===== src/design/brl_pkg.sv =====
// Constants and types of the command link.
// Assumes users write brl_pkg:: names.
package brl_pkg;

  // Operation codes carried in byte 0 of a command block.
  localparam logic [7:0] OP_PREVENT = 8'h1E;
  localparam logic [7:0] OP_READ6   = 8'h08;
  localparam logic [7:0] OP_READ10  = 8'h28;
  localparam logic [7:0] OP_READCAP = 8'h25;

  // Command block geometry and field positions.
  localparam int CDB_BYTES   = 10;
  localparam int NUM_INIT    = 8;
  localparam int PREVENT_BIT = 0;
  localparam int DPO_BIT     = 4;
  localparam int FUA_BIT     = 3;
  localparam int RELATIVE_ADDRESS_FLAG_BIT  = 0;
  localparam int PMI_BIT     = 0;
  localparam int LINK_BIT    = 0;

  // Block count implied by a zero count on the short read.
  localparam logic [16:0] READ6_ZERO_COUNT = 17'h00100;

  // Cache handling chosen by the target for the short read.
  localparam logic READ6_LOW_PRI   = 1'b0;
  localparam logic READ6_FROM_MEDIA = 1'b0;

  // Status and sense values returned at the end of a command.
  localparam logic [7:0] STATUS_GOOD    = 8'h00;
  localparam logic [7:0] STATUS_CHECK   = 8'h02;
  localparam logic [3:0] KEY_NONE       = 4'h0;
  localparam logic [3:0] KEY_MEDIUM_ERR = 4'h3;
  localparam logic [3:0] KEY_ILLEGAL    = 4'h5;
  localparam logic [7:0] ASC_NONE       = 8'h00;
  localparam logic [7:0] ASC_BAD_OPCODE = 8'h20;
  localparam logic [7:0] ASC_BAD_FIELD  = 8'h24;

  // Byte 0 of a command block sits at index 0.
  typedef logic [CDB_BYTES-1:0][7:0] brl_cdb_t;

  // Target command sequencer; Gray steps along idle, decode, run, status.
  typedef enum logic [2:0] {
    ST_IDLE = 3'b000,
    ST_DEC  = 3'b001,
    ST_RUN  = 3'b011,
    ST_STAT = 3'b010,
    ST_CAP  = 3'b110,
    ST_SYNC = 3'b111
  } brl_state_t;

  // Command kinds the initiator end can build.
  typedef enum logic [1:0] {
    CMD_PREVENT = 2'b00,
    CMD_READ6   = 2'b01,
    CMD_READ10  = 2'b11,
    CMD_READCAP = 2'b10
  } brl_cmd_t;

endpackage


===== src/design/brl_link_if.sv =====
// Command link between initiator and target ends.
// Assumes both ends share ref_clk.
`timescale 1ns/1ps
`default_nettype none
interface brl_link_if;
  logic             cdbValid;
  logic             cdbReady;
  brl_pkg::brl_cdb_t cdb;
  logic [2:0]       initId;
  logic             busDevReset;
  logic             dinValid;
  logic             dinReady;
  logic [7:0]       dinByte;
  logic             staValid;
  logic [7:0]       staCode;
  logic [3:0]       senseKey;
  logic [7:0]       senseAsc;

  // The target end answers commands and streams data in.
  modport target (
    input  cdbValid, cdb, initId, busDevReset, dinReady,
    output cdbReady, dinValid, dinByte, staValid, staCode, senseKey, senseAsc
  );

  // The initiator end issues commands and takes data and status.
  modport initiator (
    output cdbValid, cdb, initId, busDevReset, dinReady,
    input  cdbReady, dinValid, dinByte, staValid, staCode, senseKey, senseAsc
  );
endinterface
`default_nettype wire


===== src/design/brl_skid_buf.sv =====
// Two-entry byte buffer with valid and ready on both sides.
// Assumes a single clock; every output comes from a flip-flop.
`timescale 1ns/1ps
`default_nettype none
module brl_skid_buf (
  input  wire logic       ref_clk,
  input  wire logic       nrst,
  input  wire logic       inValid,
  input  wire logic [7:0] inData,
  output logic            inReady,
  output logic            outValid,
  output logic [7:0]      outData,
  input  wire logic       outReady
);
  logic       spareV_q;
  logic [7:0] spare_q;
  logic       take;

  // The spare slot catches a word while the head stalls.
  assign take    = inValid && !spareV_q;
  assign inReady = !spareV_q;

  // Head refills from the spare first.
  always_ff @(posedge ref_clk or negedge nrst) begin
    if (!nrst) begin
      outValid <= 1'b0;
      outData  <= 8'h00;
      spareV_q <= 1'b0;
      spare_q  <= 8'h00;
    end else if (!outValid || outReady) begin
      if (spareV_q) begin
        outData  <= spare_q;
        outValid <= 1'b1;
        spareV_q <= 1'b0;
      end else begin
        outData  <= inData;
        outValid <= take;
      end
    end else if (take) begin
      spare_q  <= inData;
      spareV_q <= 1'b1;
    end
  end
endmodule
`default_nettype wire


===== src/design/brl_target.sv =====
// Target end: decodes command blocks, runs reads, reports capacity, and
// keeps the per-initiator medium removal locks.
// Assumes a backend for data, cache sync and capacity.
`timescale 1ns/1ps
`default_nettype none
module brl_target (
  input  wire logic        ref_clk,
  input  wire logic        nrst,
  brl_link_if.target       link,
  output logic             rdReq,
  output logic [31:0]      rdLba,
  output logic [16:0]      rdCount,
  output logic             rdFromMedia,
  output logic             rdLowPri,
  input  wire logic [7:0]  rdDat,
  input  wire logic        rdDatValid,
  output logic             rdDatReady,
  input  wire logic        rdDone,
  input  wire logic        rdOk,
  output logic             syncReq,
  input  wire logic        syncDone,
  input  wire logic        syncOk,
  input  wire logic        deferredErr,
  input  wire logic [31:0] capLastLba,
  input  wire logic [31:0] capBlockLen,
  input  wire logic [31:0] capDelayLba,
  input  wire logic        ejectPress,
  output logic             ejectRelease,
  output logic             ejectRefused,
  output logic             mechInhibit
);
  brl_pkg::brl_state_t st_q;
  brl_pkg::brl_cdb_t   cdb_q;
  logic [2:0]          id_q;
  logic [31:0]         lastLba_q;
  logic [31:0]         capWord_q;
  logic [31:0]         capLen_q;
  logic [2:0]          capIdx_q;
  logic [7:0]          holds_q;
  logic                relPend_q;
  logic                deferPend_q;
  logic                cdbRdy_q;
  logic                staValid_q;
  logic [7:0]          staCode_q;
  logic [3:0]          senseKey_q;
  logic [7:0]          senseAsc_q;
  logic [7:0]          op;
  logic [7:0]          ctl;
  logic                linked;
  logic                badRel;
  logic [31:0]         lba10;
  logic [31:0]         effLba;
  logic [7:0]          idMask;
  logic                needSync;
  logic                locked;
  logic [16:0]         count6;
  logic [16:0]         count10;
  logic [63:0]         capAll;
  logic                bufInValid;
  logic [7:0]          bufInData;
  logic                bufInReady;

  // Four bytes starting at a given index, most significant first.
  function automatic logic [31:0] be32(input brl_pkg::brl_cdb_t c, input int s);
    be32 = {c[s], c[s+1], c[s+2], c[s+3]};
  endfunction

  ////////////////////////////////////////////////////////////////////////////
  // Field decode of the held command block.
  assign op      = cdb_q[0];
  assign ctl     = (op == brl_pkg::OP_READ6 || op == brl_pkg::OP_PREVENT) ? cdb_q[5] : cdb_q[9];
  assign linked  = ctl[brl_pkg::LINK_BIT];
  assign lba10   = be32(cdb_q, 2);
  assign badRel  = cdb_q[1][brl_pkg::RELATIVE_ADDRESS_FLAG_BIT] && !linked;
  assign effLba  = cdb_q[1][brl_pkg::RELATIVE_ADDRESS_FLAG_BIT] ? lastLba_q + lba10 : lba10;
  assign count6  = (cdb_q[4] == 8'h00) ? brl_pkg::READ6_ZERO_COUNT : {9'h000, cdb_q[4]};
  assign count10 = {1'b0, cdb_q[7], cdb_q[8]};
  assign idMask  = 8'h01 << id_q;
  // Last holder letting go, or a release awaiting a good sync.
  assign needSync = !cdb_q[4][brl_pkg::PREVENT_BIT] && ((holds_q & ~idMask) == 8'h00)
                    && (relPend_q || holds_q[id_q]);
  assign locked   = (|holds_q) || relPend_q;

  // Capacity bytes: address then length, MSB first.
  assign capAll     = {capWord_q, capLen_q};
  assign bufInValid = (st_q == brl_pkg::ST_CAP) || (st_q == brl_pkg::ST_RUN && rdDatValid);
  assign bufInData  = (st_q == brl_pkg::ST_CAP) ? capAll[{~capIdx_q, 3'b000} +: 8] : rdDat;
  assign rdDatReady = bufInReady;

  // Data-in bytes pass the two-entry buffer.
  brl_skid_buf u_buf (
    .ref_clk  (ref_clk),
    .nrst     (nrst),
    .inValid  (bufInValid),
    .inData   (bufInData),
    .inReady  (bufInReady),
    .outValid (link.dinValid),
    .outData  (link.dinByte),
    .outReady (link.dinReady)
  );

  assign link.cdbReady = cdbRdy_q;
  assign link.staValid = staValid_q;
  assign link.staCode  = staCode_q;
  assign link.senseKey = senseKey_q;
  assign link.senseAsc = senseAsc_q;

  ////////////////////////////////////////////////////////////////////////////
  // Command sequencer: take, decode, run, then report status.
  always_ff @(posedge ref_clk or negedge nrst) begin
    if (!nrst) begin
      st_q        <= brl_pkg::ST_IDLE;
      cdb_q       <= '0;
      id_q        <= 3'h0;
      cdbRdy_q    <= 1'b1;
      staValid_q  <= 1'b0;
      staCode_q   <= brl_pkg::STATUS_GOOD;
      senseKey_q  <= brl_pkg::KEY_NONE;
      senseAsc_q  <= brl_pkg::ASC_NONE;
      rdReq       <= 1'b0;
      rdLba       <= 32'h00000000;
      rdCount     <= 17'h00000;
      rdFromMedia <= 1'b0;
      rdLowPri    <= 1'b0;
      syncReq     <= 1'b0;
      lastLba_q   <= 32'h00000000;
      capWord_q   <= 32'h00000000;
      capLen_q    <= 32'h00000000;
      capIdx_q    <= 3'h0;
    end else begin
      rdReq      <= 1'b0;
      syncReq    <= 1'b0;
      staValid_q <= 1'b0;
      unique case (st_q)
        brl_pkg::ST_IDLE: begin
          if (link.cdbValid) begin
            cdb_q    <= link.cdb;
            id_q     <= link.initId;
            cdbRdy_q <= 1'b0;
            st_q     <= brl_pkg::ST_DEC;
          end
        end
        brl_pkg::ST_DEC: begin
          st_q       <= brl_pkg::ST_STAT;
          staCode_q  <= brl_pkg::STATUS_GOOD;
          senseKey_q <= brl_pkg::KEY_NONE;
          senseAsc_q <= brl_pkg::ASC_NONE;
          if (deferPend_q) begin
            staCode_q  <= brl_pkg::STATUS_CHECK;
            senseKey_q <= brl_pkg::KEY_MEDIUM_ERR;
          end else if (op == brl_pkg::OP_PREVENT) begin
            if (needSync) begin
              syncReq <= 1'b1;
              st_q    <= brl_pkg::ST_SYNC;
            end
          end else if (op == brl_pkg::OP_READ6) begin
            rdReq       <= 1'b1;
            rdLba       <= {11'h000, cdb_q[1][4:0], cdb_q[2], cdb_q[3]};
            rdCount     <= count6;
            rdFromMedia <= brl_pkg::READ6_FROM_MEDIA;
            rdLowPri    <= brl_pkg::READ6_LOW_PRI;
            st_q        <= brl_pkg::ST_RUN;
          end else if ((op == brl_pkg::OP_READ10 || op == brl_pkg::OP_READCAP) && badRel) begin
            staCode_q  <= brl_pkg::STATUS_CHECK;
            senseKey_q <= brl_pkg::KEY_ILLEGAL;
            senseAsc_q <= brl_pkg::ASC_BAD_FIELD;
          end else if (op == brl_pkg::OP_READ10) begin
            if (count10 != 17'h00000) begin
              rdReq       <= 1'b1;
              rdLba       <= effLba;
              rdCount     <= count10;
              rdFromMedia <= cdb_q[1][brl_pkg::FUA_BIT];
              rdLowPri    <= cdb_q[1][brl_pkg::DPO_BIT];
              st_q        <= brl_pkg::ST_RUN;
            end
          end else if (op == brl_pkg::OP_READCAP) begin
            if (!cdb_q[8][brl_pkg::PMI_BIT] && lba10 != 32'h00000000) begin
              staCode_q  <= brl_pkg::STATUS_CHECK;
              senseKey_q <= brl_pkg::KEY_ILLEGAL;
              senseAsc_q <= brl_pkg::ASC_BAD_FIELD;
            end else begin
              if (!cdb_q[8][brl_pkg::PMI_BIT]) begin
                capWord_q <= capLastLba;
              end else begin
                capWord_q <= (capDelayLba < effLba) ? effLba : capDelayLba;
              end
              capLen_q <= capBlockLen;
              capIdx_q <= 3'h0;
              st_q     <= brl_pkg::ST_CAP;
            end
          end else begin
            staCode_q  <= brl_pkg::STATUS_CHECK;
            senseKey_q <= brl_pkg::KEY_ILLEGAL;
            senseAsc_q <= brl_pkg::ASC_BAD_OPCODE;
          end
        end
        brl_pkg::ST_RUN: begin
          // Status waits for the backend, which has finished any write-back.
          if (rdDone) begin
            lastLba_q <= rdLba + 32'(rdCount) - 32'h00000001;
            st_q      <= brl_pkg::ST_STAT;
            if (!rdOk) begin
              staCode_q  <= brl_pkg::STATUS_CHECK;
              senseKey_q <= brl_pkg::KEY_MEDIUM_ERR;
            end
          end
        end
        brl_pkg::ST_CAP: begin
          if (bufInReady) begin
            capIdx_q <= capIdx_q + 3'h1;
            if (capIdx_q == 3'h7) begin
              st_q <= brl_pkg::ST_STAT;
            end
          end
        end
        brl_pkg::ST_SYNC: begin
          if (syncDone) begin
            st_q <= brl_pkg::ST_STAT;
            if (!syncOk) begin
              staCode_q  <= brl_pkg::STATUS_CHECK;
              senseKey_q <= brl_pkg::KEY_MEDIUM_ERR;
            end
          end
        end
        brl_pkg::ST_STAT: begin
          // Status goes out only after the last data byte has left.
          if (!link.dinValid) begin
            staValid_q <= 1'b1;
            cdbRdy_q   <= 1'b1;
            st_q       <= brl_pkg::ST_IDLE;
          end
        end
        default: begin
          st_q     <= brl_pkg::ST_IDLE;
          cdbRdy_q <= 1'b1;
        end
      endcase
    end
  end

  ////////////////////////////////////////////////////////////////////////////
  // Per-initiator removal prevention and the pending release.
  always_ff @(posedge ref_clk or negedge nrst) begin
    if (!nrst) begin
      holds_q   <= 8'h00;
      relPend_q <= 1'b0;
    end else if (link.busDevReset) begin
      holds_q   <= 8'h00;
      relPend_q <= 1'b0;
    end else if (st_q == brl_pkg::ST_DEC && op == brl_pkg::OP_PREVENT && !deferPend_q) begin
      holds_q[id_q] <= cdb_q[4][brl_pkg::PREVENT_BIT];
      if (needSync) begin
        relPend_q <= 1'b1;
      end
    end else if (st_q == brl_pkg::ST_SYNC && syncDone && syncOk) begin
      relPend_q <= 1'b0;
    end
  end

  // A deferred backend error waits for the next command; a new one wins.
  always_ff @(posedge ref_clk or negedge nrst) begin
    if (!nrst) begin
      deferPend_q <= 1'b0;
    end else if (deferredErr) begin
      deferPend_q <= 1'b1;
    end else if (st_q == brl_pkg::ST_DEC) begin
      deferPend_q <= 1'b0;
    end
  end

  // Operator eject passes only while unlocked.
  always_ff @(posedge ref_clk or negedge nrst) begin
    if (!nrst) begin
      mechInhibit  <= 1'b0;
      ejectRelease <= 1'b0;
      ejectRefused <= 1'b0;
    end else begin
      mechInhibit  <= locked;
      ejectRelease <= ejectPress && !locked;
      ejectRefused <= ejectPress && locked;
    end
  end
endmodule
`default_nettype wire


===== src/flat_wrapper.sv =====
// flat-port wrapper written by rule: the top's interface ports become plain ports
module brl_target_flat 
  (ref_clk, nrst, rdReq, rdLba, rdCount, rdFromMedia, rdLowPri, rdDat, rdDatValid, rdDatReady, rdDone, rdOk, syncReq, syncDone, syncOk, deferredErr, capLastLba, capBlockLen, capDelayLba, ejectPress, ejectRelease, ejectRefused, mechInhibit, link_cdbValid, link_cdb, link_initId, link_busDevReset, link_dinReady, link_cdbReady, link_dinValid, link_dinByte, link_staValid, link_staCode, link_senseKey, link_senseAsc);
  brl_link_if link_i ();
  input  wire logic ref_clk;
  input  wire logic nrst;
  output logic rdReq;
  output logic [31:0] rdLba;
  output logic [16:0] rdCount;
  output logic rdFromMedia;
  output logic rdLowPri;
  input  wire logic [7:0] rdDat;
  input  wire logic rdDatValid;
  output logic rdDatReady;
  input  wire logic rdDone;
  input  wire logic rdOk;
  output logic syncReq;
  input  wire logic syncDone;
  input  wire logic syncOk;
  input  wire logic deferredErr;
  input  wire logic [31:0] capLastLba;
  input  wire logic [31:0] capBlockLen;
  input  wire logic [31:0] capDelayLba;
  input  wire logic ejectPress;
  output logic ejectRelease;
  output logic ejectRefused;
  output logic mechInhibit;
  input wire logic [$bits(link_i.cdbValid)-1:0] link_cdbValid;
  input wire logic [$bits(link_i.cdb)-1:0] link_cdb;
  input wire logic [$bits(link_i.initId)-1:0] link_initId;
  input wire logic [$bits(link_i.busDevReset)-1:0] link_busDevReset;
  input wire logic [$bits(link_i.dinReady)-1:0] link_dinReady;
  output wire logic [$bits(link_i.cdbReady)-1:0] link_cdbReady;
  output wire logic [$bits(link_i.dinValid)-1:0] link_dinValid;
  output wire logic [$bits(link_i.dinByte)-1:0] link_dinByte;
  output wire logic [$bits(link_i.staValid)-1:0] link_staValid;
  output wire logic [$bits(link_i.staCode)-1:0] link_staCode;
  output wire logic [$bits(link_i.senseKey)-1:0] link_senseKey;
  output wire logic [$bits(link_i.senseAsc)-1:0] link_senseAsc;
  assign link_i.cdbValid = link_cdbValid;
  assign link_i.cdb = link_cdb;
  assign link_i.initId = link_initId;
  assign link_i.busDevReset = link_busDevReset;
  assign link_i.dinReady = link_dinReady;
  assign link_cdbReady = link_i.cdbReady;
  assign link_dinValid = link_i.dinValid;
  assign link_dinByte = link_i.dinByte;
  assign link_staValid = link_i.staValid;
  assign link_staCode = link_i.staCode;
  assign link_senseKey = link_i.senseKey;
  assign link_senseAsc = link_i.senseAsc;
  brl_target u_core (.ref_clk(ref_clk), .nrst(nrst), .link(link_i), .rdReq(rdReq), .rdLba(rdLba), .rdCount(rdCount), .rdFromMedia(rdFromMedia), .rdLowPri(rdLowPri), .rdDat(rdDat), .rdDatValid(rdDatValid), .rdDatReady(rdDatReady), .rdDone(rdDone), .rdOk(rdOk), .syncReq(syncReq), .syncDone(syncDone), .syncOk(syncOk), .deferredErr(deferredErr), .capLastLba(capLastLba), .capBlockLen(capBlockLen), .capDelayLba(capDelayLba), .ejectPress(ejectPress), .ejectRelease(ejectRelease), .ejectRefused(ejectRefused), .mechInhibit(mechInhibit));
endmodule

===== config.mk =====
export PLATFORM = sky130hd
export DESIGN_NAME = brl_target_flat
export DESIGN_NICKNAME = d
export VERILOG_FILES = /design/src/design/brl_pkg.sv /design/src/design/brl_link_if.sv /design/src/design/brl_skid_buf.sv /design/src/design/brl_target.sv /design/src/flat_wrapper.sv
export SDC_FILE = /design/constraint.sdc
export NUM_CORES = 1
export LEC_CHECK = 0
export BUFFER_PORTS_ARGS = -buffer_cell sky130_fd_sc_hd__buf_4
export CORE_UTILIZATION = 42
export CTS_BUF_LIST = sky130_fd_sc_hd__clkbuf_8 sky130_fd_sc_hd__clkbuf_16
export DETAILED_ROUTE_END_ITERATION = 6
export MAX_ROUTING_LAYER = met4
export SLEW_MARGIN = 20
export SYNTH_ARGS = -nofsm -noshare
export SYNTH_HDL_FRONTEND = slang
export SYNTH_HIERARCHICAL = 1
export SYNTH_SLANG_ARGS = --single-unit

===== constraint.sdc =====
create_clock -name ref_clk -period 10.32 [get_ports ref_clk]
set_input_delay 2.064 -clock ref_clk [delete_from_list [all_inputs] [get_ports ref_clk]]
set_output_delay 2.064 -clock ref_clk [all_outputs]
set_load 0.02 [all_outputs]

**Word level (Yosys, flattened, before mapping)**

Index checks and enable logic that the tools add are counted.

- Bitwise logic cells: 11
- Add/sub/neg operators: 4
- Reductions and logical operators: 52
- Muxes and demuxes: 111
- Order comparisons: 3
- Shifts and indexed selects: 2
- Equal/unequal tests: 27

Operator list:

| kind | number |
|---|---|
| 32-bit two-way mux | 7 |
| 8-bit two-way mux | 18 |
| 3-bit two-way mux | 24 |
| 17-bit two-way mux | 4 |
| 64-bit by 7-bit variable part select with 8-bit output | 1 |
| 1-bit two-way mux | 36 |
| 4-bit two-way mux | 9 |
| 32-bit by 17-bit adder with 32-bit output | 1 |
| 32-bit adder | 1 |
| 32-bit < comparator | 1 |
| 32-bit nonzero test | 1 |
| 32-bit by 1-bit subtractor with 32-bit output, second input constant | 1 |
| 2-bit inequality test, second input constant | 14 |
| 8-bit case mux with 3 select lines | 1 |
| 3-bit case mux with 6 select lines | 1 |
| 17-bit nonzero test | 1 |
| 8-bit by 6-bit equality test with 1-bit output, second input constant | 2 |
| 8-bit zero test | 2 |
| 1-bit logical AND | 14 |
| 6-bit two-way mux | 2 |
| 4-bit case mux with 3 select lines | 1 |
| 6-bit AND reduction | 2 |
| 2-bit nonzero test | 6 |
| 3-bit equality test, second input constant | 3 |
| other kinds (32) | 57 |

- Logic and storage cells: 246
- Bits in registers: 273
- Output and inout bits: 88
- Bits of input ports: 199

**Logic depth before layout (Yosys ltp)**

Gate-level depths: netlist of the first run.

- Word-level depth: 11
- Mapped depth: 23
- Depth with buffers taken out: 20

**Modules after synthesis**

Netlist of the first run, hierarchy kept.

Modules (own cells, without submodules):

| module | cells an instance | seq. area each (um^2) | area each (um^2) | instances |
|---|---|---|---|---|
| brl_target | 1746 | 5982.0 | 15751.4 | 1 |
| brl_skid_buf | 51 | 450.4 | 849.6 | 1 |

**Worst setup path before layout of the first run**

No wires, ideal clock.

- Kind: register -> register
- Start: reg u_core/cdb_q[27] (netlist name)
- End: reg u_core.capWord_q[28]
- Clock period less this slack: 4328 ps
- Data required time: 10199 ps
- Cell stages (with the launch flop): 22
- Slack: 5992 ps
- Buffers on the path: 3
- Data arrival time: 4207 ps
- Setup time: 121 ps
- Cells stage by stage: dfrtp_1 ha_1 clkbuf_1 and2_1 and3_1 a221oi_1 nand2_1 nor2_1 o21ai_0 a221oi_1 ha_1 a21o_1 a21o_1 a211oi_1 o221ai_1 nor2_1 buf_2 clkbuf_1 nor2_1 a21oi_1 nand2_1 o22a_1

- Word-level cells in the longest chain between the ends: 5
- Elaborated cells between the ends (all ways): 9
- Those cells by class: add/sub (1); order compare (1); mux (3); bitwise (1); reduce/logical (3)

RTL lines:

| item | RTL line | RTL |
|---|---|---|
| start, declared | brl_target.sv:33 | `brl_pkg::brl_cdb_t cdb_q;` |
| start signal, assigned | brl_target.sv:137 | `cdb_q <= link.cdb;` |
| 32-bit adder | brl_target.sv:75 | `assign effLba = cdb_q[1][brl_pkg::RELATIVE_ADDRESS_FLAG_BIT] ? lastLba_q + lba10 : lba10;` |
| 32-bit two-way mux | brl_target.sv:75 |  |
| 32-bit < comparator | brl_target.sv:185 | `capWord_q <= (capDelayLba < effLba) ? effLba : capDelayLba;` |
| 32-bit two-way mux | brl_target.sv:185 |  |
| 32-bit two-way mux | brl_target.sv:182 | `if (!cdb_q[8][brl_pkg::PMI_BIT]) begin` |
| end signal, assigned | brl_target.sv:183 | `capWord_q <= capLastLba;` |
| end signal, assigned | brl_target.sv:185 |  |
| end, declared | brl_target.sv:36 | `logic [31:0] capWord_q;` |

Parallel ways exist; a longest one is shown, timed or not.
A chain may end at the register's enable or synchronous reset.

**Final worst setup path of the first run**

- Start: reg u_core/cdb_q[44] (netlist name)
- End: reg u_core.capWord_q[26]

The elaborated chain is that of the path after synthesis.

==> results of run 1 <==
[worst min-delay path, stage by stage (launching register included)]
cell and delay, ns:
dfrtp_1 0.34, nand2_1 0.05, nand2_1 0.05
[metal layers]
metal / track usage [%] / part of all wire [%] / up-vias
met5: - / 0 / -
li1: - / - / 6806
met2: 39.8 / 45 / 456
met1: 35.0 / 46 / 6872
met4: 8.12 / 2.6 / 0
met3: 4.58 / 5.7 / 71
[cells by family (layout without fill, tap and decap cells)]
kind of cell | Yosys count | after routing | share of synthesized area [%]
other | 1 | 19 | 0.0226
XOR/XNOR | 48 | 48 | 2.58
adder cells (fa/ha/maj) | 112 | 112 | 8.53
flip-flops | 257 | 257 | 38.7
AND/OR/NAND/NOR | 560 | 560 | 15.1
multiplexers | 152 | 152 | 11.6
AO/OA/AOI/OAI | 453 | 453 | 17.9
buffers and inverters | 214 | 434 | 5.54
[where the power goes]
group          internal [mW]  leakage, nW  switching [mW]
sequential              1.25         3.05           0.324
combinational           1.41         5.66            2.03
clock                  0.745        0.581           0.448
[state kept, by name (all words and copies together), names as in the netlist, 16 cells and up]
name / count
u_core/capLen_q: 32
u_core/capWord_q: 32
u_core/rdLba: 32
u_core/lastLba_q: 32
u_core/rdCount: 16
u_core/cdb_q: 54
[path summary, 6_finish.rpt]
kind / start / slack (ns) / end / cells past startpoint
setup / recovery: u_core/cdb_q[44]$_DFFE_PN0P_ / 4.46 / u_core/capWord_q[26]$_DFFE_PN0P_ / 18
setup reg to reg: u_core/cdb_q[44]$_DFFE_PN0P_ / 4.46 / u_core/capWord_q[26]$_DFFE_PN0P_ / 18
min in group asynchronous: nrst / 1.42 / u_core/ejectRefused$_DFF_PN0_ / 1
hold reg to reg: u_core/capLen_q[21]$_DFFE_PN0P_ / 0.47 / u_core/capLen_q[21]$_DFFE_PN0P_ / 2
max in group asynchronous: nrst / 7.85 / u_core/rdLba[25]$_DFFE_PN0P_ / 2
hold / removal: u_core/capLen_q[21]$_DFFE_PN0P_ / 0.47 / u_core/capLen_q[21]$_DFFE_PN0P_ / 2
[area by class of cell]
cell class / count / share of cell area (%)
flip-flops and latches: 257 / 32.1
clock buffers: 43 / 4.93
diodes: 4 / 0.0500
inverters: 107 / 2.01
clock inverters: 14 / 0.731
well taps: 518 / 3.24
repair buffers: 270 / 10.3
multi-input cells: 1340 / 46.6
[layout by cell type (no fill, tap or decap), types with 22 or more instances in the layout]
| cell type | count |
|---|---|
| a211oi_1 | 22 |
| a21o_1 | 39 |
| a21oi_1 | 99 |
| buf_4 | 267 |
| clkbuf_16 | 35 |
| dfrtp_1 | 256 |
| ha_1 | 110 |
| inv_1 | 112 |
| mux2_2 | 71 |
| mux2i_1 | 46 |
| nand2_1 | 268 |
| nor2_1 | 122 |
| nor3_1 | 33 |
| o21ai_0 | 114 |
| xnor2_1 | 33 |
[stage by stage]
step,utilization (%),total power [mW]
2_1_floorplan,-,3.95
3_3_place_gp,48.5,4.93
3_5_place_dp,48.5,4.97
4_1_cts,51.5,6.19
5_1_grt,51.6,6.66
6_report,51.6,6.20
==> results.md, run 1 <==
* Final nets at 2321
* Final std cells w/o fill at 2553
* First-pass GRT wire length at 79000 um
* Hold_ws at 0.473 ns
* Filler cells at 3651
* Crit path max-delay cell type: nor2_4
* CTS root buf: clkbuf_16
* 1st-pass router iterations at 5
* Yosys top cell by area: dfrtp_1
* Status: finished clean
* CP dominant cell by count: a21oi_1
* Mapped Cells at 1797
* Final wirelength at 51100 um
* Ports at 287
* Power Density at 310 nW/um^2
* Per-cell routed wire length at 20.0 um
* Startpoint types: flop
* Top delay family on crit path: compound AO/OA/AOI/OAI gates
* Placed Cells at 2491
* Post-synth EDFFs at 0
* Crit path kind: reg -> reg
* Fmax at 171 MHz
* CP Max Fanout at 47
* Number of routed nets with antenna violations at 0
* Chip width at 201 um
* Setup violators final at 0
* DIE HEIGHT at 201 um
* DR vias/cell at 5.56
* Post-Syn Area per Cell at 9.24 um^2
* Setup Skew at 0.0196 ns
* Initial antenna violation count at 4
* Multi-input combinational cell area at 9320 um^2
* Synth Register Bits at 257
* CTS clock-pin slew for the worst setup and hold paths at 0.06 ns
* Post-route DRC at 0
* Required @ worst endpoint at 10.72 ns
* Share of the synthesized area in the top cell type at 38.6%
* Slew margin rel. at 29.3%
* Starting density of the core at 42.8%
* Cell area after layout at 20000 um^2
* Insertion delay to the later sink of the worst-skew pair at 0.53 ns
* DR vias at 14205
* Final critical-path share of the clock period at 56.8%
* Least-Margin Pin Slew at 1.06 ns
* # rows at 72
* Synth warnings at 6
* Cts bufs inserted at 34
* RSZ-0062 raised after global routing: no
* Min cycle time layout at 5.86 ns
* Leading post-synthesis cells by cell area: dfrtp_1, ha_1, nand2_1
* Area Growth Syn to Fin at 20.6%
* Post-DP HPWL at 38700 um
* Vias in the first global route at 13964
* Synth Cell Area at 16600 um^2
* Overall die area at 40300 um^2
* Register area share after synthesis at 38.7%
* Leakage at 9.30 nW
* Most used DFF post-synth: dfrtp_1
* Unique masters post-synth at 86
* Dpl cell area at 18800 um^2
* CTS tree: done
* Setup Buffers After CTS at 0
* Final TNS setup at 0 ns
* Top cells by count, synth: nand2_1, dfrtp_1, nor2_1
* CP Buf/Inv Count at 0
* Gr usage total at 26.0%
* Max Root-Sink Buffers at 3
* Gpl congestion at 0.923
* Async set or reset register ratio after synthesis at 100%
* Initial DRC Count at 851
* HP Class: reg -> reg
* Number of port buffers at 253
* Core box area at 38800 um^2
* Post_cts resized at 0
* CP arrival at 6.26 ns
* Max-cap violations at 0
* Final Hold Vio Count at 0
* Max-slew violations at 0
* Hold buffer count at cts at 0
* PnR worst setup slack at 4.46 ns
* Pin count of the biggest net entering global routing at 133
* VDD IR max at 0.171 mV
* H-tree levels at 2
* Worst setup EP type: flop
* Share of layout cells above drive strength 1 at 22.6%
* Most frequent cell after synthesis: nand2_1
* Pre-CTS setup slack at 4.54 ns
* Flip-flop and latch area at 6430 um^2
* GRT Residual Overflow at 0
* CTS sink count at 257
* Crit-path cells: ha_1 -> a21oi_1 -> nand2_1 -> o2111a_1 -> or3_1 -> a31oi_1 -> xnor2_1 -> mux2i_1 -> ha_1 -> a211o_1 -> o211ai_1 -> a21oi_1 -> o31a_1 -> nor2_4 -> nand2_1 -> a21o_1 -> a21oi_1 -> o31ai_1
* Max incr delay on CP at 0.84 ns
No activity file was read; power rests on OpenSTA's default activity.
==> inputs of run 2 (changes only) <==
--- a/config.mk
+++ b/config.mk
@@ -5,6 +5,7 @@
 export SDC_FILE = /design/constraint.sdc
 export NUM_CORES = 1
 export LEC_CHECK = 0
+export ABC_AREA = 1
 export BUFFER_PORTS_ARGS = -buffer_cell sky130_fd_sc_hd__buf_4
 export CORE_UTILIZATION = 42
 export CTS_BUF_LIST = sky130_fd_sc_hd__clkbuf_8 sky130_fd_sc_hd__clkbuf_16
==> constraint.sdc (replaced) <==
create_clock -name ref_clk -period 5.88 [get_ports ref_clk]
set_input_delay 1.176 -clock ref_clk [delete_from_list [all_inputs] [get_ports ref_clk]]
set_output_delay 1.176 -clock ref_clk [all_outputs]
set_load 0.02 [all_outputs]
==> run 2 against run 1 <==
  * Clock power up 67%
  * Die area rose by 6.5%
  * Global-route usage is 3.9 points higher
  * First-iteration DRC count up 61%
  * Flip-flop and latch count stayed put
  * Critical path depth grew 2
  * Maximum frequency rose by 21%
  * Sequential share of layout area fell by 1.6 points
  * Worst hold slack worse by 0.0065 ns
  * Non-clock buffer count grew 9
  * Synthesized cell count rose by 42%
  * Register-to-register slack got worse by 3.4 ns
==> results.md, run 2 <==
* Max incr delay on CP at 0.60 ns (was 0.84 ns)
* DR vias/cell at 5.23 (was 5.56)
* H-tree levels at 1 (was 2)
* Setup Skew at 0.0151 ns (was 0.0196 ns)
* Max-cap violations at 0 (unchanged)
* Post-synth EDFFs at 0 (unchanged)
* PnR worst setup slack at 1.03 ns (was 4.46 ns)
* Least-Margin Pin Slew at 1.09 ns (was 1.06 ns)
* Commonest non-fill, non-tap cell in the layout: nand2_1 (unchanged)
* # rows at 74 (was 72)
* CP Buf/Inv Count at 0 (unchanged)
* Number of routed nets with antenna violations at 0 (unchanged)
* Gpl congestion at 0.941 (was 0.923)
* Final wirelength at 62500 um (was 51100 um)
* Post-route DRC at 0 (unchanged)
* Flip-flop and latch area at 6430 um^2 (unchanged)
* Yosys top cell by area: dfrtp_1 (unchanged)
* Chip width at 207 um (was 201 um)
* Largest family of logic cells by synthesized area: simple AND/OR/NAND/NOR gates (was compound AO/OA/AOI/OAI gates)
* Most used DFF post-synth: dfrtp_1 (unchanged)
* Overall die area at 42900 um^2 (was 40300 um^2)
* Gr usage total at 29.9% (was 26.0%)
* Share of layout cells above drive strength 1 at 13.5% (was 22.6%)
* Share of the synthesized area in the top cell type at 36.2% (was 38.6%)
* Final Hold Vio Count at 0 (unchanged)
* Max Root-Sink Buffers at 3 (unchanged)
* Cell area after layout at 21100 um^2 (was 20000 um^2)
* CTS root buf: clkbuf_16 (unchanged)
* Most frequent cells in the layout: nand2_1, inv_1, buf_4, dfrtp_1, nor2_1 (was nand2_1, buf_4, dfrtp_1, nor2_1, o21ai_0)
* Multi-input combinational cell area at 9340 um^2 (was 9320 um^2)
* Hold buffer count at cts at 0 (unchanged)
* Largest reg by FF count: u_core/cdb_q (unchanged)
* First-pass GRT wire length at 96700 um (was 79000 um)
* Post-Syn Area per Cell at 6.96 um^2 (was 9.24 um^2)
* Pin count of the biggest net entering global routing at 113 (was 133)
* Mux contribution to synthesized area at 0.453% (was 11.6%)
* Max-slew violations at 0 (unchanged)
* Register area share after synthesis at 36.4% (was 38.7%)
* Startpoint types: flop (unchanged)
* Dpl cell area at 20000 um^2 (was 18800 um^2)
* Insertion delay to the later sink of the worst-skew pair at 0.60 ns (was 0.53 ns)
* Area Growth Syn to Fin at 19.1% (was 20.6%)
* Cts bufs inserted at 31 (was 34)
* Slew margin rel. at 26.9% (was 29.3%)
* Vias in the first global route at 16598 (was 13964)
* Pre-CTS setup slack at 1.06 ns (was 4.54 ns)
* 1st-pass router iterations at 5 (unchanged)
* GRT Residual Overflow at 0 (unchanged)
* Final nets at 3082 (was 2321)
* Leading post-synthesis cells by cell area: dfrtp_1, nand2_1, inv_1 (was dfrtp_1, ha_1, nand2_1)
* VDD IR max at 0.308 mV (was 0.171 mV)
* Crit path kind: reg -> reg (unchanged)
* HP Class: reg -> reg (unchanged)
* Initial antenna violation count at 4 (unchanged)
* Number of flip-flops in the largest register at 54 (unchanged)
* Worst setup EP type: flop (unchanged)
* Core box area at 41200 um^2 (was 38800 um^2)
* Final TNS setup at 0 ns (unchanged)
* Crit path max-delay cell type: nand2_2 (was nor2_4)
* Adder-cell area share of the yosys netlist at 8.01% (was 8.53%)
* Filler cells at 4228 (was 3651)
* Status: finished clean (unchanged)
* Most frequent cell after synthesis: nand2_1 (unchanged)
* Setup Buffers After CTS at 0 (unchanged)
* Post-synthesis compound-gate area fraction at 13.6% (was 17.9%)
* DR vias at 17429 (was 14205)
* Crit-path cells: ha_1 -> fa_1 -> nand2_1 -> nand3_1 -> nand2_1 -> nand3_1 -> nand2_1 -> nand3_1 -> nand3_1 -> nand2_1 -> ha_1 -> nand2_1 -> nor2_1 -> nand4_1 -> nor4_1 -> nand2_4 -> nand2_2 -> nand2_1 -> nand3_1 -> a21oi_1 (was ha_1 -> a21oi_1 -> nand2_1 -> o2111a_1 -> or3_1 -> a31oi_1 -> xnor2_1 -> mux2i_1 -> ha_1 -> a211o_1 -> o211ai_1 -> a21oi_1 -> o31a_1 -> nor2_4 -> nand2_1 -> a21o_1 -> a21oi_1 -> o31ai_1)
* DIE HEIGHT at 207 um (was 201 um)
* Min cycle time layout at 4.85 ns (was 5.86 ns)
* Top cells by count, synth: nand2_1, inv_1, dfrtp_1 (was nand2_1, dfrtp_1, nor2_1)
* Number of port buffers at 253 (unchanged)
* Power Density at 629 nW/um^2 (was 310 nW/um^2)
* Mapped Cells at 2543 (was 1797)
* CTS sink count at 257 (unchanged)
* CTS clock-pin slew for the worst setup and hold paths at 0.06 ns (about the same)
* Post-DP HPWL at 49000 um (was 38700 um)
* Post_cts resized at 0 (unchanged)
* Leakage at 11.5 nW (was 9.30 nW)
* RSZ-0062 raised after global routing: no (unchanged)
* Synth Register Bits at 257 (unchanged)
* Fmax at 206 MHz (was 171 MHz)
* Ports at 287 (unchanged)
* CP arrival at 5.33 ns (was 6.26 ns)
* Synth Cell Area at 17700 um^2 (was 16600 um^2)
* Async set or reset register ratio after synthesis at 100% (unchanged)
* CTS tree: done (unchanged)
* Synth warnings at 6 (unchanged)
* Per-cell routed wire length at 18.8 um (was 20.0 um)
* Simple-gate share of the synthesized area at 28.6% (was 15.1%)
* Final critical-path share of the clock period at 82.5% (was 56.8%)
* Setup violators final at 0 (unchanged)
* CP dominant cell by count: nand2_1 (was a21oi_1)
* Starting density of the core at 42.9% (was 42.8%)
* Area share of xor/xnor cells in the synthesized design at 1.73% (was 2.58%)
* CP Max Fanout at 32 (was 47)
* Required @ worst endpoint at 6.36 ns (was 10.72 ns)
* Initial DRC Count at 1373 (was 851)
* Top delay family on crit path: simple AND/OR/NAND/NOR gates (was compound AO/OA/AOI/OAI gates)
* Unique masters post-synth at 55 (was 86)
==> run 2: changes by cell type after synthesis, moves of 17 or more <==
| cell | previous run | this run |
|---|---|---|
| mux4_2 | 18 | 0 |
| o21ai_1 | 13 | 39 |
| nor3_1 | 34 | 7 |
| mux2i_1 | 46 | 8 |
| a21oi_1 | 99 | 138 |
| nor2_1 | 124 | 197 |
| a21o_1 | 39 | 5 |
| nand2_1 | 268 | 763 |
| inv_1 | 105 | 372 |
| clkbuf_1 | 63 | 46 |
| nand3_1 | 16 | 170 |
| o21ai_0 | 114 | 158 |
| a211oi_1 | 22 | 1 |
| mux2_2 | 71 | 0 |
==> run 2: metal layers <==
| metal | wire (um) | GRT usage [%] |
|---|---|---|
| met1 | 28800 | 40.7 |
| met2 | 28100 | 45.9 |
| met3 | 3370 | 3.51 |
| met4 | 2270 | 10.6 |
| met5 | 0 | - |
==> run 2: worst paths after layout <==
path | from | end | slack (ns) | cells past startpoint
worst max-delay path | u_core/cdb_q[40]$_DFFE_PN0P_ | u_core/capWord_q[0]$_DFFE_PN0P_ | 1.03 | 20
worst min-delay path | u_core/u_buf/spare_q[6]$_DFFE_PN0P_ | u_core/u_buf/spare_q[6]$_DFFE_PN0P_ | 0.47 | 2
worst max register to register | u_core/cdb_q[40]$_DFFE_PN0P_ | u_core/capWord_q[0]$_DFFE_PN0P_ | 1.03 | 20
worst min register to register | u_core/u_buf/spare_q[6]$_DFFE_PN0P_ | u_core/u_buf/spare_q[6]$_DFFE_PN0P_ | 0.47 | 2
max in group asynchronous | nrst | u_core/lastLba_q[14]$_DFFE_PN0P_ | 4.05 | 2
min in group asynchronous | nrst | u_core/ejectRelease$_DFF_PN0_ | 0.60 | 1
==> run 2: kinds of logic (layout without fill, tap and decap cells) <==
kind of cell / count (synthesis) / after routing
and+or+nand+nor: 1215 / 1215
DFF: 257 / 257
other: 1 / 19
AOI/OAI and AO/OA: 429 / 429
buffers and inverters: 486 / 725
adders and majority gates: 112 / 112
muxes: 8 / 8
xor gates and xnor gates: 35 / 35
==> run 2: worst register-to-register path, cell delays in order, from the launching register on <==
cell and delay, ns:
dfrtp_1 0.46, ha_1 0.29, fa_1 0.48, nand2_1 0.10, nand3_1 0.19, nand2_1 0.12
nand3_1 0.17, nand2_1 0.13, nand3_1 0.08, nand3_1 0.16, nand2_1 0.19, ha_1 0.34
nand2_1 0.07, nor2_1 0.15, nand4_1 0.16, nor4_1 0.46, nand2_4 0.29, nand2_2 0.60
nand2_1 0.11, nand3_1 0.12, a21oi_1 0.07
==> run 2: cell type report <==
cell class | instances | area share [%]
Multi-Input combinational cell | 1814 | 44.3
Sequential cell | 257 | 30.5
Timing Repair Buffer | 279 | 9.98
Inverter | 388 | 6.93
Clock buffer | 37 | 4.08
Tap cell | 532 | 3.16
Clock inverter | 21 | 0.927
Antenna cell | 4 | 0.0475
==> run 2: where the power goes <==
group	total, mW	internal [mW]	switching (mW)
clock network	1.99	1.17	0.822
registers	2.82	2.26	0.560
logic	8.45	2.87	5.58
total	13.3	6.29	6.96
==> run 2: through the flow <==
stage	utilization (%)	hold WS (ns)	total power, mW	cells
detailed placement	48.5	0.459	11.2	3270
CTS	51.1	0.474	13.2	3328
global route	51.1	0.491	14.4	3332
floorplan	-	0.442	8.43	2557
finish	51.1	0.466	13.3	3332
global placement	48.5	0.453	11.1	3270
==> inputs of run 3 (changes only) <==
==> constraint.sdc (replaced) <==
create_clock -name ref_clk -period 4.1 [get_ports ref_clk]
set_input_delay 0.82 -clock ref_clk [delete_from_list [all_inputs] [get_ports ref_clk]]
set_output_delay 0.82 -clock ref_clk [all_outputs]
set_load 0.02 [all_outputs]
==> run 3 against run 2 <==
  * Global-route usage increased by 1.5 points
  * Flip-flop and latch count unchanged
  * Utilization is 1.6 points higher
  * Critical path depth rose by 4
  * Sequential power up 40%
  * Clock skew rose by 0.0010 ns
  * Cell area rose by 3.1%
  * Non-clock buffer count is 61 higher
==> results.md, run 3 (same netlist as run 2, synthesis figures left out) <==
* Overall die area at 42900 um^2 (unchanged)
* CP Buf/Inv Count at 2 (was 0)
* Gpl congestion at 0.964 (was 0.941)
* DR vias/cell at 5.22 (was 5.23)
* Max incr delay on CP at 0.41 ns (was 0.60 ns)
* Pre-CTS setup slack at -0.0563 ns (was 1.06 ns)
* Top delay family on crit path: simple AND/OR/NAND/NOR gates (unchanged)
* Power Density at 927 nW/um^2 (was 629 nW/um^2)
* Worst setup EP type: flop (unchanged)
* Required @ worst endpoint at 4.57 ns (was 6.36 ns)
* PnR worst setup slack at 0.297 ns (was 1.03 ns)
* Setup violators final at 0 (unchanged)
* CTS root buf: clkbuf_16 (unchanged)
* DR vias at 17696 (was 17429)
* Post-DP HPWL at 51700 um (was 49000 um)
* Leakage at 11.8 nW (was 11.5 nW)
* Max Root-Sink Buffers at 3 (unchanged)
* # rows at 74 (unchanged)
* Gr usage total at 31.3% (was 29.9%)
* Per-cell routed wire length at 19.3 um (was 18.8 um)
* Share of layout cells above drive strength 1 at 16.4% (was 13.5%)
* Number of flip-flops in the largest register at 54 (unchanged)
* Starting density of the core at 42.9% (unchanged)
* Met1 GRT Util at 41.5% (was 40.7%)
* Ports at 287 (unchanged)
* Hold buffer count at cts at 0 (unchanged)
* First-pass GRT wire length at 101000 um (was 96700 um)
* Initial DRC Count at 1359 (was 1373)
* Most frequent cells in the layout: nand2_1, inv_1, buf_4, dfrtp_1, nor2_1 (unchanged)
* HP Class: in -> async (was reg -> reg)
* FF-to-FF path depth at 24 (was 20)
* Final wirelength at 65300 um (was 62500 um)
* Max-cap violations at 0 (unchanged)
* Met3 Use GR at 3.92% (was 3.51%)
* R2R Setup Slk at 0.30 ns (was 1.03 ns)
* Post-route DRC at 0 (unchanged)
* Filler cells at 4225 (was 4228)
* GR peak layer: met2 (unchanged)
* VDD IR max at 0.465 mV (was 0.308 mV)
* Pin count of the biggest net entering global routing at 103 (was 113)
* CTS tree: done (unchanged)
* Max-slew violations at 0 (unchanged)
* Crit-path cells: ha_2 -> nand2_1 -> nor2_1 -> nand3_1 -> nand2_2 -> nand2_1 -> nand2_1 -> nand2_1 -> nand3_1 -> nand2_1 -> nand2_1 -> nand2_1 -> ha_1 -> nand2_1 -> nor2_2 -> nand4_1 -> nor4_2 -> buf_4 -> nand2_4 -> nand2_2 -> buf_12 -> nand2_1 -> nand3_1 -> a21oi_1 (was ha_1 -> fa_1 -> nand2_1 -> nand3_1 -> nand2_1 -> nand3_1 -> nand2_1 -> nand3_1 -> nand3_1 -> nand2_1 -> ha_1 -> nand2_1 -> nor2_1 -> nand4_1 -> nor4_1 -> nand2_4 -> nand2_2 -> nand2_1 -> nand3_1 -> a21oi_1)
* Area Growth Syn to Fin at 22.7% (was 19.1%)
* CP arrival at 4.27 ns (was 5.33 ns)
* Status: finished clean (unchanged)
* Setup Skew at 0.0161 ns (was 0.0151 ns)
* Number of routed nets with antenna violations at 0 (unchanged)
* GRT Residual Overflow at 0 (unchanged)
* Core box area at 41200 um^2 (unchanged)
* Final critical-path share of the clock period at 92.8% (was 82.5%)
* Initial antenna violation count at 2 (was 4)
* Vias in the first global route at 17501 (was 16598)
* Min cycle time layout at 3.80 ns (was 4.85 ns)
* CP dominant cell by count: nand2_1 (unchanged)
* CP Max Fanout at 18 (was 32)
* Final Hold Vio Count at 0 (unchanged)
* Chip width at 207 um (unchanged)
* Crit path depth at 24 (was 20)
* Least-Margin Pin Slew at 1.13 ns (was 1.09 ns)
* Startpoint types: flop (unchanged)
* M2 GR Usage at 49.3% (was 45.9%)
* Largest reg by FF count: u_core/cdb_q (unchanged)
* Final Util at 52.7% (was 51.1%)
* Commonest non-fill, non-tap cell in the layout: nand2_1 (unchanged)
* Slew margin rel. at 24.1% (was 26.9%)
* Fmax at 263 MHz (was 206 MHz)
* CTS clock-pin slew for the worst setup and hold paths at 0.07 ns (was 0.06 ns)
* 1st-pass router iterations at 5 (unchanged)
* Final nets at 3142 (was 3082)
* H-tree levels at 1 (unchanged)
* Insertion delay to the later sink of the worst-skew pair at 0.60 ns (about the same)
* Crit path kind: reg -> reg (unchanged)
* DIE HEIGHT at 207 um (unchanged)
* Number of port buffers at 253 (unchanged)
* Crit path max-delay cell type: dfrtp_1 (was nand2_2)
* Cts bufs inserted at 30 (was 31)
* CTS sink count at 257 (unchanged)
run 3: layout make-up:
cell class / count / area, um^2 / share of cell area [%]
diodes: 2 / 5.00 / 0.0231
well taps: 532 / 666 / 3.07
repair buffers: 340 / 2650 / 12.2
clock buffers: 36 / 833 / 3.84
clock inverters: 20 / 200 / 0.922
multi-input cells: 1814 / 9460 / 43.6
inverters: 388 / 1460 / 6.73
flip-flops and latches: 257 / 6430 / 29.6
run 3: per-layer routing:
| layer | routed length, um | vias up |
|---|---|---|
| met5 | 0 | - |
| met4 | 2580 | 0 |
| met3 | 3770 | 111 |
| met2 | 29500 | 578 |
| met1 | 29500 | 8301 |
| li1 | - | 8706 |
run 3: what timing repair did:
action,in CTS,in global routing
endpoints found under the setup margin,20,32
pin swaps,1,2
buffers inserted,1,0
resized for setup,4,29
endpoints found under the hold margin,0,0
run 3: path summary, 6_finish.rpt:
path,start,endpoint
setup / recovery,u_core/lastLba_q[3]$_DFFE_PN0P_,u_core/capWord_q[0]$_DFFE_PN0P_
hold / removal,nrst,u_core/id_q[2]$_DFFE_PN0P_
setup reg to reg,u_core/lastLba_q[3]$_DFFE_PN0P_,u_core/capWord_q[0]$_DFFE_PN0P_
hold reg to reg,u_core/u_buf/spare_q[3]$_DFFE_PN0P_,u_core/u_buf/spare_q[3]$_DFFE_PN0P_
max in group asynchronous,nrst,u_core/rdLba[21]$_DFFE_PN0P_
min in group ref_clk,link_busDevReset,u_core/relPend_q$_DFFE_PN0P_
run 3: through the flow:
stage	total power, mW	setup TNS (ns)	area (um^2)	cells	hold WS [ns]
after floorplan	12.1	0	17700	2557	0.442
after detailed placement	17.1	-0.431	20500	3330	0.458
after global placement	17.0	0	20500	3330	0.453
final	20.1	0	21700	3389	0.143
after global routing	21.9	-0.0163	21700	3389	0.155
after CTS	20.0	0	21600	3387	0.133
run 3: worst register-to-register path: cells and delay by family, from the launching register on:
| kind | cells | cell delay (ns) |
|---|---|---|
| fa+ha+maj | 2 | 0.73 |
| buf+inv | 2 | 0.33 |
| simple gates | 19 | 2.11 |
| flops | 1 | 0.41 |
| compound gates | 1 | 0.08 |
run 3: power by group:
part	switching (mW)	total, mW	leakage [nW]	internal [mW]
combinational	8.49	13.4	8.12	4.87
clock	1.17	2.80	0.533	1.63
sequential	0.717	3.96	3.18	3.24
total	10.4	20.1	11.8	9.74
